`config.mk`:
```
export PLATFORM = sky130hd
export DESIGN_NAME = swr_top
export DESIGN_NICKNAME = d
export VERILOG_FILES = /design/src/swr_pkg.sv /design/src/swr_divider.sv /design/src/swr_top.sv
export SDC_FILE = /design/constraint.sdc
export NUM_CORES = 1
export LEC_CHECK = 0
export BUFFER_PORTS_ARGS = -buffer_cell sky130_fd_sc_hd__buf_2
export CORE_AREA = 4 4 91 114
export CTS_BUF_LIST = sky130_fd_sc_hd__clkbuf_16
export DETAILED_ROUTE_END_ITERATION = 10
export DIE_AREA = 0 0 95 118
export HOLD_SLACK_MARGIN = 0.05
export PLACE_DENSITY = 0.79
export SLEW_MARGIN = 5
export SYNTH_ARGS = -nofsm -noshare
export SYNTH_HDL_FRONTEND = slang
export SYNTH_SLANG_ARGS = --single-unit
```
`constraint.sdc`:
```
create_clock -name clk_i -period 3.1 [get_ports clk_i]
set_input_delay 0.93 -clock clk_i [delete_from_list [all_inputs] [get_ports clk_i]]
set_output_delay 0.93 -clock clk_i [all_outputs]
set_load 0.005 [all_outputs]
```
`src/swr_pkg.sv`:
```
// Package for the sleep, wake, reset-cause and watchdog block.
// Assumes a Wishbone classic slave with byte-wide registers in the low lane.
package swr_pkg;
  // Register byte addresses (all printed offsets sit in the low address byte)
  localparam logic [7:0] SWR_ADDR_POWER_CONTROL = 8'h87;
  localparam logic [7:0] SWR_ADDR_WAKE_ENABLE   = 8'hA9;
  localparam logic [7:0] SWR_ADDR_SCRATCH       = 8'hFE;
  localparam logic [7:0] SWR_ADDR_WDOG_COUNTER  = 8'hFF;
  // Own registers
  localparam logic [7:0] SWR_ADDR_SAFE_KEY      = 8'hA1;
  localparam logic [7:0] SWR_ADDR_GLOBAL_CFG    = 8'hB1;
  localparam logic [7:0] SWR_ADDR_CLOCK_STATUS  = 8'hB9;

  // Reset values
  localparam logic [7:0] SWR_RST_POWER_CONTROL = 8'h10;
  localparam logic [7:0] SWR_RST_BYTE          = 8'h00;

  // Power control fields
  localparam int SWR_PC_BAUD   = 7;
  localparam int SWR_PC_CAUSE_H = 5;
  localparam int SWR_PC_CAUSE_L = 4;
  localparam int SWR_PC_FLAG1  = 3;
  localparam int SWR_PC_FLAG0  = 2;
  localparam int SWR_PC_SLEEP  = 1;
  localparam logic [7:0] SWR_PC_RW_MASK = 8'h8E;

  // Wake-source enable bit positions
  localparam int SWR_WK_USB   = 7;
  localparam int SWR_WK_RX1   = 6;
  localparam int SWR_WK_P15   = 5;
  localparam int SWR_WK_P14   = 4;
  localparam int SWR_WK_P13   = 3;
  localparam int SWR_WK_RST   = 2;
  localparam int SWR_WK_P3X   = 1;
  localparam int SWR_WK_RX0   = 0;

  // Global configuration fields
  localparam int SWR_GC_SWRST = 2;
  localparam int SWR_GC_BOOT  = 1;
  localparam int SWR_GC_WDEN  = 0;

  // Timeout flag position in the clock status register
  localparam int SWR_CS_TIMEOUT = 5;

  // Safe mode keys
  localparam logic [7:0] SWR_KEY_FIRST  = 8'h55;
  localparam logic [7:0] SWR_KEY_SECOND = 8'hAA;

  // Reset cause codes
  localparam logic [1:0] SWR_CAUSE_SW  = 2'h0;
  localparam logic [1:0] SWR_CAUSE_POR = 2'h1;
  localparam logic [1:0] SWR_CAUSE_WD  = 2'h2;
  localparam logic [1:0] SWR_CAUSE_EXT = 2'h3;

  // Timing
  localparam int SWR_CLK_HZ      = 40_000_000;
  localparam int SWR_WDOG_DIV    = 65536;
  localparam int SWR_RELEASE_US  = 100;
  localparam int SWR_POR_US      = 10000;
  localparam int SWR_RSTPIN_NS   = 100;
  localparam int SWR_RELEASE_CYC = SWR_RELEASE_US * (SWR_CLK_HZ / 1_000_000);
  localparam int SWR_POR_CYC     = SWR_POR_US * (SWR_CLK_HZ / 1_000_000);
  localparam int SWR_RSTPIN_CYC  =
    (SWR_RSTPIN_NS * (SWR_CLK_HZ / 1_000_000) + 999) / 1000;
  localparam int SWR_SAFE_WIN    = 64;

  typedef enum logic [1:0] {
    SWR_RUN     = 2'b00,
    SWR_HOLD    = 2'b01,
    SWR_PIN_LOW = 2'b10
  } swr_phase_t;

  // Wake pins in one bundle
  typedef struct packed {
    logic usb_event;
    logic rx1_a;
    logic rx1_b;
    logic rx0_a;
    logic rx0_b;
    logic pin15;
    logic pin14;
    logic pin13;
    logic pin32;
    logic pin33;
  } swr_pins_t;
endpackage

```
`src/swr_divider.sv`:
```
// Divider that emits a one-cycle enable every DIV clocks.
// Assumes one clock and a synchronous active-high reset.
`timescale 1ns/100ps
module swr_divider #(
  parameter int DIV = 65536
) (
  input  wire logic clk_i,   // System clock
  input  wire logic rst_i,   // Synchronous reset
  output logic      tick_o   // One-cycle enable
);
  localparam int W = $clog2(DIV);
  localparam logic [W-1:0] LAST = W'(DIV - 1);

  logic [W-1:0] cnt_q;

  // Free running count, restarted by reset
  always_ff @(posedge clk_i) begin
    if (rst_i || cnt_q == LAST) begin
      cnt_q <= '0;
    end else begin
      cnt_q <= cnt_q + W'(1);
    end
  end

  assign tick_o = (cnt_q == LAST);
endmodule

```
`src/swr_top.sv`:
```
// Sleep, wake, reset-cause and watchdog logic with a Wishbone slave.
// Assumes the core asserts isr_enter_i when entering the watchdog handler.
// Behaviour
// [RULE1] Byte watchdog counter wraps and sets flag
// [RULE2] Counter advances once per 65536 clocks
// [RULE3] Counter write or handler entry clears flag
// [RULE4] Wrap with enable gives held watchdog reset
// [RULE5] Written start value sets timeout period
// [RULE6] Software reloads counter before it wraps
// [RULE7] Scratch byte cleared only by power-on
// [RULE8] Wake enables writable only in safe mode
// [RULE9] Wake bits for USB and UART receive
// [RULE10] Wake bits for port pins and reset
// [RULE11] UART wake follows selected receive pin
// [RULE12] Sleep bit set sleeps, cleared on wake
// [RULE13] Power control bit seven doubles baud
// [RULE14] Free flags, reserved zero, reset 10h
// [RULE15] Bits five four report last reset cause
// [RULE16] Power-on reset held, reloads, clears scratch
// [RULE17] Long reset pin high resets, then held
// [RULE18] Software reset bit resets, self clears
// [RULE19] Software cause recorded unless boot without dog
// [RULE20] Software reset in boot clears boot state
// [RULE21] Keys 55h then AAh open safe mode
// [RULE22] Timeout flag at bit five, read only
// [RULE23] Wake on first enabled qualifying condition
`timescale 1ns/100ps
module swr_top
  import swr_pkg::*;
#(
  parameter int RELEASE_CYC = swr_pkg::SWR_RELEASE_CYC,
  parameter int POR_CYC     = swr_pkg::SWR_POR_CYC,
  parameter int WDOG_DIV    = swr_pkg::SWR_WDOG_DIV
) (
  input  wire logic        clk_i,         // System clock
  input  wire logic        rst_i,         // Synchronous reset
  input  wire logic        wb_cyc_i,      // Wishbone cycle
  input  wire logic        wb_stb_i,      // Wishbone strobe
  input  wire logic        wb_we_i,       // Wishbone write
  input  wire logic [7:0]  wb_adr_i,      // Byte address
  input  wire logic [3:0]  wb_sel_i,      // Byte selects
  input  wire logic [31:0] wb_dat_i,      // Write data
  output logic [31:0]      wb_dat_o,      // Read data
  output logic             wb_ack_o,      // Acknowledge
  input  wire logic        supply_low_i,  // Supply below detect level
  input  wire logic        reset_pin_i,   // Reset pin level
  input  wire logic        ext_rst_en_i,  // External reset enable
  input  wire logic        isr_enter_i,   // Entering watchdog handler
  input  wire logic        rx0_sel_i,     // primary_uart_pin_select
  input  wire logic        rx1_sel_i,     // secondary_uart_pin_select
  input  wire swr_pins_t   pins_i,        // Wake pins
  output logic             core_reset_o,  // Core held in reset
  output logic             config_load_o, // Reload configuration
  output logic             sleeping_o,    // Clock gated, asleep
  output logic             uart_baud_double_o, // Fast baud select
  output logic             wake_o         // Wake pulse
);
  localparam int CW = $clog2(POR_CYC + 1);
  localparam int PW = $clog2(SWR_RSTPIN_CYC + 2);

  typedef struct packed {
    logic [7:0]  power_control;
    logic [7:0]  wake_en;
    logic [7:0]  scratch;
    logic [7:0]  wdog;
    logic        timeout;
    logic        boot;
    logic        wden;
    logic        safe;
    logic        key1;
    logic [6:0]  safe_cnt;
    swr_phase_t  phase;
    logic        por;
    logic [CW-1:0] hold;
    logic [PW-1:0] pin_cnt;
    logic        pin32_q;
    logic        ack;
    logic [31:0] rdat;
  } swr_state_t;

  swr_state_t s_q, s_d;
  logic tick;
  logic wr, rd_req, wr_b0, pin_reset, wake_hit, sw_rst, wrap;
  logic [7:0] wdata, rsel, wake_cond;

  swr_divider #(.DIV(WDOG_DIV)) u_div (
    .clk_i  (clk_i),
    .rst_i  (rst_i || core_reset_o),
    .tick_o (tick)                          // [RULE2]
  );

  // Bus decode: one wait state, ack drops after one cycle
  assign rd_req = wb_cyc_i && wb_stb_i && !s_q.ack;
  assign wr     = rd_req && wb_we_i;
  assign wr_b0  = wr && wb_sel_i[0];
  assign wdata  = wb_dat_i[7:0];

  // Wake conditions, one per enable bit
  always_comb begin
    wake_cond = '0;
    wake_cond[SWR_WK_USB] = pins_i.usb_event;
    wake_cond[SWR_WK_RX1] = !(rx1_sel_i ? pins_i.rx1_b : pins_i.rx1_a); // [RULE11]
    wake_cond[SWR_WK_P15] = !pins_i.pin15;
    wake_cond[SWR_WK_P14] = !pins_i.pin14;
    wake_cond[SWR_WK_P13] = !pins_i.pin13;
    wake_cond[SWR_WK_RST] = reset_pin_i;
    wake_cond[SWR_WK_P3X] = (pins_i.pin32 != s_q.pin32_q) || !pins_i.pin33;
    wake_cond[SWR_WK_RX0] = !(rx0_sel_i ? pins_i.rx0_b : pins_i.rx0_a);
  end

  assign wake_hit  = s_q.power_control[SWR_PC_SLEEP] &&
                     |(wake_cond & s_q.wake_en); // [RULE9] [RULE10] [RULE23]
  assign wrap      = tick && (s_q.wdog == 8'hFF); // [RULE1]
  assign pin_reset = s_q.pin_cnt > PW'(SWR_RSTPIN_CYC);
  assign sw_rst    = wr_b0 && wb_adr_i == SWR_ADDR_GLOBAL_CFG &&
                     wdata[SWR_GC_SWRST];

  // Read multiplexer
  always_comb begin
    rsel = '0;
    unique case (wb_adr_i)
      SWR_ADDR_POWER_CONTROL: rsel = s_q.power_control;
      SWR_ADDR_WAKE_ENABLE:   rsel = s_q.wake_en;
      SWR_ADDR_SCRATCH:       rsel = s_q.scratch;
      SWR_ADDR_WDOG_COUNTER:  rsel = s_q.wdog;
      SWR_ADDR_SAFE_KEY:      rsel = {7'h00, s_q.safe};
      SWR_ADDR_GLOBAL_CFG:    rsel = {6'h00, s_q.boot, s_q.wden};
      SWR_ADDR_CLOCK_STATUS:  begin
        rsel = '0;
        rsel[SWR_CS_TIMEOUT] = s_q.timeout; // [RULE22]
      end
      default:                rsel = '0;
    endcase
  end

  // Next state
  always_comb begin
    s_d = s_q;
    s_d.ack = rd_req;
    s_d.rdat = rd_req ? {24'h000000, rsel} : 32'h00000000;
    s_d.pin32_q = pins_i.pin32;

    // Reset pin high-time counter, saturating
    if (!ext_rst_en_i || !reset_pin_i) begin
      s_d.pin_cnt = '0;
    end else if (!pin_reset) begin
      s_d.pin_cnt = s_q.pin_cnt + PW'(1);
    end

    // Safe mode window and keys
    if (s_q.safe) begin
      s_d.safe_cnt = s_q.safe_cnt - 7'h01;
      if (s_q.safe_cnt == 7'h00) begin
        s_d.safe = 1'b0;
      end
    end
    if (wr_b0 && wb_adr_i == SWR_ADDR_SAFE_KEY) begin
      s_d.key1 = (wdata == SWR_KEY_FIRST);
      s_d.safe = s_q.key1 && (wdata == SWR_KEY_SECOND); // [RULE21]
      s_d.safe_cnt = 7'(SWR_SAFE_WIN - 1);
    end

    unique case (s_q.phase)
      SWR_RUN: begin
        // Watchdog count; a software write wins over the tick
        if (tick) begin
          s_d.wdog = s_q.wdog + 8'h01; // [RULE1] [RULE5]
        end
        if (wrap) begin
          s_d.timeout = 1'b1;
        end else if (isr_enter_i) begin
          s_d.timeout = 1'b0; // [RULE3]
        end
        if (wake_hit) begin
          s_d.power_control[SWR_PC_SLEEP] = 1'b0; // [RULE12]
        end
        if (wr_b0) begin
          unique case (wb_adr_i)
            SWR_ADDR_POWER_CONTROL: begin
              s_d.power_control = (s_q.power_control & ~SWR_PC_RW_MASK) |
                         (wdata & SWR_PC_RW_MASK); // [RULE13] [RULE14]
            end
            SWR_ADDR_WAKE_ENABLE: begin
              if (s_q.safe) begin
                s_d.wake_en = wdata; // [RULE8]
              end
            end
            SWR_ADDR_SCRATCH: s_d.scratch = wdata;
            SWR_ADDR_WDOG_COUNTER: begin
              s_d.wdog = wdata;
              s_d.timeout = wrap; // [RULE3]
            end
            SWR_ADDR_GLOBAL_CFG: begin
              if (s_q.safe) begin
                s_d.boot = wdata[SWR_GC_BOOT];
                s_d.wden = wdata[SWR_GC_WDEN];
              end
            end
            default: ;
          endcase
        end
        // Reset sources, pin first, then watchdog, then software
        if (pin_reset) begin
          s_d.power_control[SWR_PC_CAUSE_H:SWR_PC_CAUSE_L] = SWR_CAUSE_EXT;
          s_d.phase = SWR_PIN_LOW; // [RULE17]
        end else if (wrap && s_q.wden) begin
          s_d.power_control[SWR_PC_CAUSE_H:SWR_PC_CAUSE_L] = SWR_CAUSE_WD; // [RULE4]
          s_d.phase = SWR_HOLD;
          s_d.hold = CW'(RELEASE_CYC - 1);
        end else if (sw_rst) begin
          if (!s_q.boot || s_q.wden) begin
            s_d.power_control[SWR_PC_CAUSE_H:SWR_PC_CAUSE_L] = SWR_CAUSE_SW; // [RULE19]
          end
          s_d.boot = 1'b0; // [RULE20]
          s_d.phase = SWR_HOLD; // [RULE18]
          s_d.hold = CW'(RELEASE_CYC - 1);
        end
        if (s_d.phase != SWR_RUN) begin
          // Warm reset clears everything except cause, scratch and boot state
          s_d.power_control = (SWR_RST_POWER_CONTROL & ~8'h30) |
                     (s_d.power_control & 8'h30);
          s_d.wake_en = SWR_RST_BYTE;
          s_d.wdog = SWR_RST_BYTE;
          s_d.timeout = 1'b0;
          s_d.wden = 1'b0;
          s_d.safe = 1'b0;
          s_d.key1 = 1'b0;
        end
      end
      SWR_PIN_LOW: begin
        // Release delay starts only after the pin falls
        if (!reset_pin_i) begin
          s_d.phase = SWR_HOLD; // [RULE17]
          s_d.hold = CW'(RELEASE_CYC - 1);
        end
      end
      SWR_HOLD: begin
        if (s_q.hold == '0) begin
          s_d.phase = SWR_RUN;
          s_d.por = 1'b0;
        end else begin
          s_d.hold = s_q.hold - CW'(1);
        end
      end
      default: s_d.phase = SWR_RUN;
    endcase

    // Power-on reset overrides all, restarts its own long hold
    if (supply_low_i) begin
      s_d = '0;
      s_d.power_control = SWR_RST_POWER_CONTROL; // [RULE15] [RULE16]
      s_d.scratch = SWR_RST_BYTE; // [RULE7]
      // Edge detector follows the pin so recovery shows no false edge
      s_d.pin32_q = pins_i.pin32;
      // Bus still answers while the supply is low; data reads as zero
      s_d.ack = rd_req;
      s_d.boot = 1'b1;
      s_d.por = 1'b1;
      s_d.phase = SWR_HOLD;
      s_d.hold = CW'(POR_CYC - 1);
    end
  end

  // State register; rst_i acts like a power-on event
  always_ff @(posedge clk_i) begin
    if (rst_i) begin
      s_q <= '0;
      s_q.power_control <= SWR_RST_POWER_CONTROL;
      s_q.boot <= 1'b1;
      s_q.por <= 1'b1;
      s_q.phase <= SWR_HOLD;
      s_q.hold <= CW'(POR_CYC - 1);
      // Idle level of the pin, so no edge is seen after reset
      s_q.pin32_q <= pins_i.pin32;
    end else begin
      s_q <= s_d;
    end
  end

  // Outputs
  assign wb_ack_o           = s_q.ack;
  assign wb_dat_o           = s_q.rdat;
  assign core_reset_o       = (s_q.phase != SWR_RUN);
  assign config_load_o      = s_q.por;
  assign sleeping_o         = s_q.power_control[SWR_PC_SLEEP];
  assign uart_baud_double_o = s_q.power_control[SWR_PC_BAUD];
  assign wake_o             = wake_hit && (s_q.phase == SWR_RUN);
endmodule

```
# After elaboration in Yosys (flattened, before gate mapping)
# Cells that the tools add are included.
# classes
addsub	5
n_lt_le_gt_ge	1
eq_ne	19
n_mux	43
bitwise_logic	3
reduce_logical	51
# ops
operator	n
$mux 19	5
$eq 8x8->1 const B	9
$pmux 19 s3	1
$pmux 8 s7	1
$mux 8	5
$mux 35	1
$mux 9	3
$mux 2	12
$logic_not 19->1	1
$sub 19x1->19 const B	1
$add 16x1->16 const B	1
$eq 16x16->1 const B	1
$mux 16	1
$reduce_bool 2->1	8
$logic_and 1x1->1	12
$logic_not 1->1	10
$mux 1	10
$reduce_or 3->1	3
$add 8x1->8 const B	1
$and 8x8->8	1
$eq 8x7->1 const B	1
$ne 2x2->1 const B	4
$or 7x8->8	1
$reduce_and 4->1	2
other kinds (20)	27
# totals
register_bits	119
in_bits	65
out_inout_bits	38
elab_cells	143

# Depth between registers and ports, before layout
# logic_depth
depth_word	13
mapped_depth	8
mapped_depth_nobuf	7

# Hierarchy
# A second synthesis with hierarchy kept.
# hier_totals
hier_cells	589
area_unflattened_um2	5033.6
# modules_own_cells
module	n_inst	cells_per_inst	area_each_um2	seq_area_each_um2
swr_top	1	511	4306.6	1541.5
swr_divider	1	78	726.9	320.3

# Least setup slack after synthesis
# OpenSTA, ideal clock, no wires.
# synth_timing
path_type	input to register
startpoint	in wb_adr_i[2]
endpoint	reg s_q[53] (netlist name)
setup_ns	0.119
t_arrival_ns	2.310
required_time_ns	2.981
slack_ns	0.672
stages	6
path_buffers	1
path_cell_list	nand4bb_1 > nor4_4 > a31oi_4 > a21o_1 > buf_6 > o221a_2
# synth_via
elab_chain_len	5
# synth_lines
element	line	rtl
start, declared	swr_top.sv:40	input wire logic [7:0] wb_adr_i,
$eq 8x8->1	swr_top.sv:115	assign sw_rst = wr_b0 && wb_adr_i == SWR_ADDR_GLOBAL_CFG &&
$logic_and 1x1->1 (2 in series)	swr_top.sv:115	
$ne 3x3->1 (no source line)	-	
$reduce_and 5->1 (no source line)	-	
end, declared	swr_top.sv:81	swr_state_t s_q, s_d;
# Every way passes these cells.
# A chain may end at the register's enable or synchronous reset.

# Final worst setup path
# layout_timing
startpoint	in rx1_sel_i
endpoint	out wake_o
# layout_via
elab_chain_len	6
# layout_lines
element	line	rtl
start, declared	swr_top.sv:50	input wire logic rx1_sel_i,
$mux 1	swr_top.sv:102	wake_cond[SWR_WK_RX1] = !(rx1_sel_i ? pins_i.rx1_b : pins_i.rx1_a);
$logic_not 1->1	swr_top.sv:102	
$and 8x8->8	swr_top.sv:112	|(wake_cond & s_q.wake_en);
$reduce_or 8->1	swr_top.sv:112	
$logic_and 1x1->1	swr_top.sv:111	assign wake_hit = s_q.power_control[SWR_PC_SLEEP] &&
$logic_and 1x1->1	swr_top.sv:287	assign wake_o = wake_hit && (s_q.phase == SWR_RUN);
end, declared	swr_top.sv:56	output logic wake_o
# Every way passes these cells.

==> results.env <==
FINAL_SETUP_VIO_COUNT=0
CRITICAL_PATH.MAX_FANOUT=2
ANTENNA_LEFT=0
NUMBER_OF_BUFFERS_ADDED_BY_THE_CLOCK_TREE_SYNTHESIS_STEP=9
GRT_ANTENNA_BEFORE_REPAIR=0
TIMING.FINAL.CRIT_SHARE_PCT=82.6
FIN_NETS=711
SYNTH_SEQ_CELLS=93
CLOCK_SINKS=93
VIA_COUNT=4646
LAYOUT-DRIVE-GT1-SHARE_PCT=18.8
TIMING.CRITICAL_PATH.FROM='rx1_sel_i'
FIN_CELLS=767
YOSYSWARNINGS=0
SYNTH_AREA_MM2=0.00503
DETAIL_ROUTE.ITER0.VIOLATIONS=328
GRT_PASS1_VIAS=4458
SYNTH-SEQ-AREA-SHARE_PCT=37.0
WORSTPATHREQUIRED_NS=2.17
ASYNC_FLOP_SHARE_PCT=0
NUM-FILL-CELLS=805
SYNTHCELLS=597
SLEW_VIOL_FINAL=0
ROWS=39
TIMING_WORST_SLEW_PIN_VALUE_NS=0.927
FINALHOLDVIOLCOUNT=0
INITIAL_CORE_UTIL_PCT=54.8
MULTI_INPUT_LOGIC_AREA_MM2=0.00276
WORST_IR_DROP_VDD_V=0.000257
WIRE_LENGTH_OF_THE_FIRST_GLOBAL_ROUTING_PASS_UM=20900
POWER.DENSITY_mW_PER_MM2=428
ENDPOINT_CLASS_OF_THE_CRITICAL_PATH='primary output'
DIE_AREA_MM2=0.0112
POSTSYNTH.TOPFLOPCELL='dfxtp_1'
FIN_UTIL_PCT=60.9
CELLLEAKAGEPOWER_uW=0.00204
AREA_GROWTH_SYN_TO_LAYOUT_PCT=11.1
DP_HPWL_UM=9180
CRITICAL_PATH_CLASS='primary input to primary output'
CLK_ROOT_BUFFER_CELL='clkbuf_16'
CLOCK.FMAX_GHz=0.390
OUTCOME='completed'
DESIGN.CORE.AREA_MM2=0.00917
POSTCTSSETUPREPAIRBUFS=0
FIN_WORST_SKEW_NS=0.0126
FINALHOLDWORSTSLACK_NS=0.457
MAX-CAP-VIOLATIONS=0
LONGEST_CLK_PATH_BUFS=2
HP-CLASS='flop to flop'
DRT_FIRST_PASS_ITERS=6
GLOBALPLACE.CONGESTION=0.922
PLACEDINSTANCEAREA_MM2=0.00529
ROUTED_WIRELENGTH_UM=12700
OVERFLOW=0
TRITONCTS='built'
CTS.HOLD.BUFFERS_ADDED=0
WORST_REG2REG_STARTPOINT='u_div.cnt_q[0]'
GRT_SETUP_UNREPAIRED='no'
MOST-COMMON-LAYOUT-CELLS='93 x dfxtp_1, 66 x nor2_1, 51 x buf_2, 48 x nand2_1, 37 x inv_1'
MAX-SLEW-MARGIN-REL_PCT=38.1
PLACED_CELLS_INCL_TAPS=751
FF_LATCH_AREA_MM2=0.00186
ANTENNADIODECOUNT=0
CLK_PIN_SLEW_WORST_PATHS_NS=0.08
CTS-RESIZED-GATES=0
DIE_HEIGHT_UM=118
SUM_OF_NEGATIVE_SETUP_SLACK_NS=0
AVERAGE_DETAILED_ROUTED_WIRE_LENGTH_PER_INSTANCE_UM=16.6
FINAL_COMMON_CELL='dfxtp_1'
GRT_MAX_DEGREE=29
YOSYSUNIQUECELLTYPES=72
IOPINCOUNT=103
CLOCK_LATENCY_NS=0.36
TIMING.CRITICAL_PATH.FROM_TYPE='primary input'
SYNTH.AVG_CELL_AREA_UM2=8.42
DETAIL_ROUTE.DRC_VIOLATIONS=0
WORST_MIN_PATH_START='s_q[66]'
ROUTED_VIA_DENSITY=6.06
DIE-WIDTH_UM=95
REGTOREGSETUPSLACK_NS=0.78
CP.ARRIVAL_NS=1.63
SYNTH_EDF_COUNT=0
FINALCRITICALPERIOD_NS=2.56
CTSHTREEMAXLEVEL=3
DESIGN_AREA_MM2=0.00558
GROUTE.USAGE.OVERALL_PCT=23.2
NUMPORTBUFFERS=51
==> cell families (layout without fill, tap and decap cells) <==
| logic type | count (synthesis) | after routing | synth area share [%] |
|---|---|---|---|
| AND/OR/NAND/NOR | 214 | 214 | 22.0 |
| AO/OA/AOI/OAI | 143 | 143 | 21.0 |
| buffers and inverters | 97 | 121 | 10.1 |
| flip-flops | 93 | 93 | 37.0 |
| XOR/XNOR | 22 | 22 | 3.83 |
| multiplexers | 20 | 20 | 4.21 |
| adder cells (fa/ha/maj) | 7 | 7 | 1.74 |
| other | 1 | 24 | 0.0746 |
==> synth_stat cells (8+ instances only) <==
library cell	instances	area share, %
nand4_1	13	1.6
a21oi_1	25	2.5
a32oi_1	10	1.7
a31oi_1	14	1.7
a22oi_1	9	1.3
nor4_1	12	1.5
nor2_1	66	4.9
nor3_1	13	1.3
mux2i_1	11	2.2
mux2_2	9	2.0
o21ai_0	18	1.8
buf_4	32	4.8
xor2_1	9	1.6
dfxtp_1	93	37
o22ai_1	13	1.6
nand2_1	48	3.6
inv_1	37	2.8
clkbuf_1	17	1.3
xnor2_1	13	2.3
buf_2	8	0.80
nand3_1	18	1.8
==> layer usage <==
layer	part of all wire [%]	up-vias	wire, um	GRT usage, %
met3	5.9	52	744	3.39
met2	51	173	6470	39.6
li1	-	2196	-	-
met5	0	-	0	0
met1	39	2225	4940	27.2
met4	4.4	0	559	12.5
==> sequential cells by signal, summed over array words and instances (netlist names) <==
name and count:
config_load_o 1, s_q 65, sleeping_o 1, u_div.cnt_q 16
uart_baud_double_o 1, wb_ack_o 1, wb_dat_o 8
==> through the flow <==
| stage | setup WS [ns] | total power, uW |
|---|---|---|
| finish | 0.539 | 2390 |
| global route | 0.494 | 2450 |
| CTS | 0.534 | 2400 |
| detailed placement | 0.363 | 1330 |
| global placement | 0.416 | 1330 |
| floorplan | 0.672 | 1300 |
==> power breakdown <==
part / internal [uW] / switching [uW]
clock: 564 / 515
sequential: 1200 / 1.74
combinational: 38.4 / 71.8
total: 1800 / 589
==> critical path, stage by stage <==
cell and delay [ns]:
buf_2 0.08, mux2i_1 0.19, a22oi_1 0.12, a31oi_1 0.16, buf_2 0.14
==> cell type report <==
cell class	count	share of cell area, %
multi-input combinational	430	49.4
clock buffer	9	4.03
tap	123	2.76
timing repair buffer	68	6.86
sequential	93	33.3
inverter	37	2.49
clock inverter	7	1.17
==> final timing paths <==
path                                end  depth (start not counted)
worst max-delay path             wake_o                          5
worst min-delay path            s_q[66]                          2
worst max register to register  s_q[48]                          6
worst min register to register  s_q[66]                          2
(Power assumes the default switching activity.)
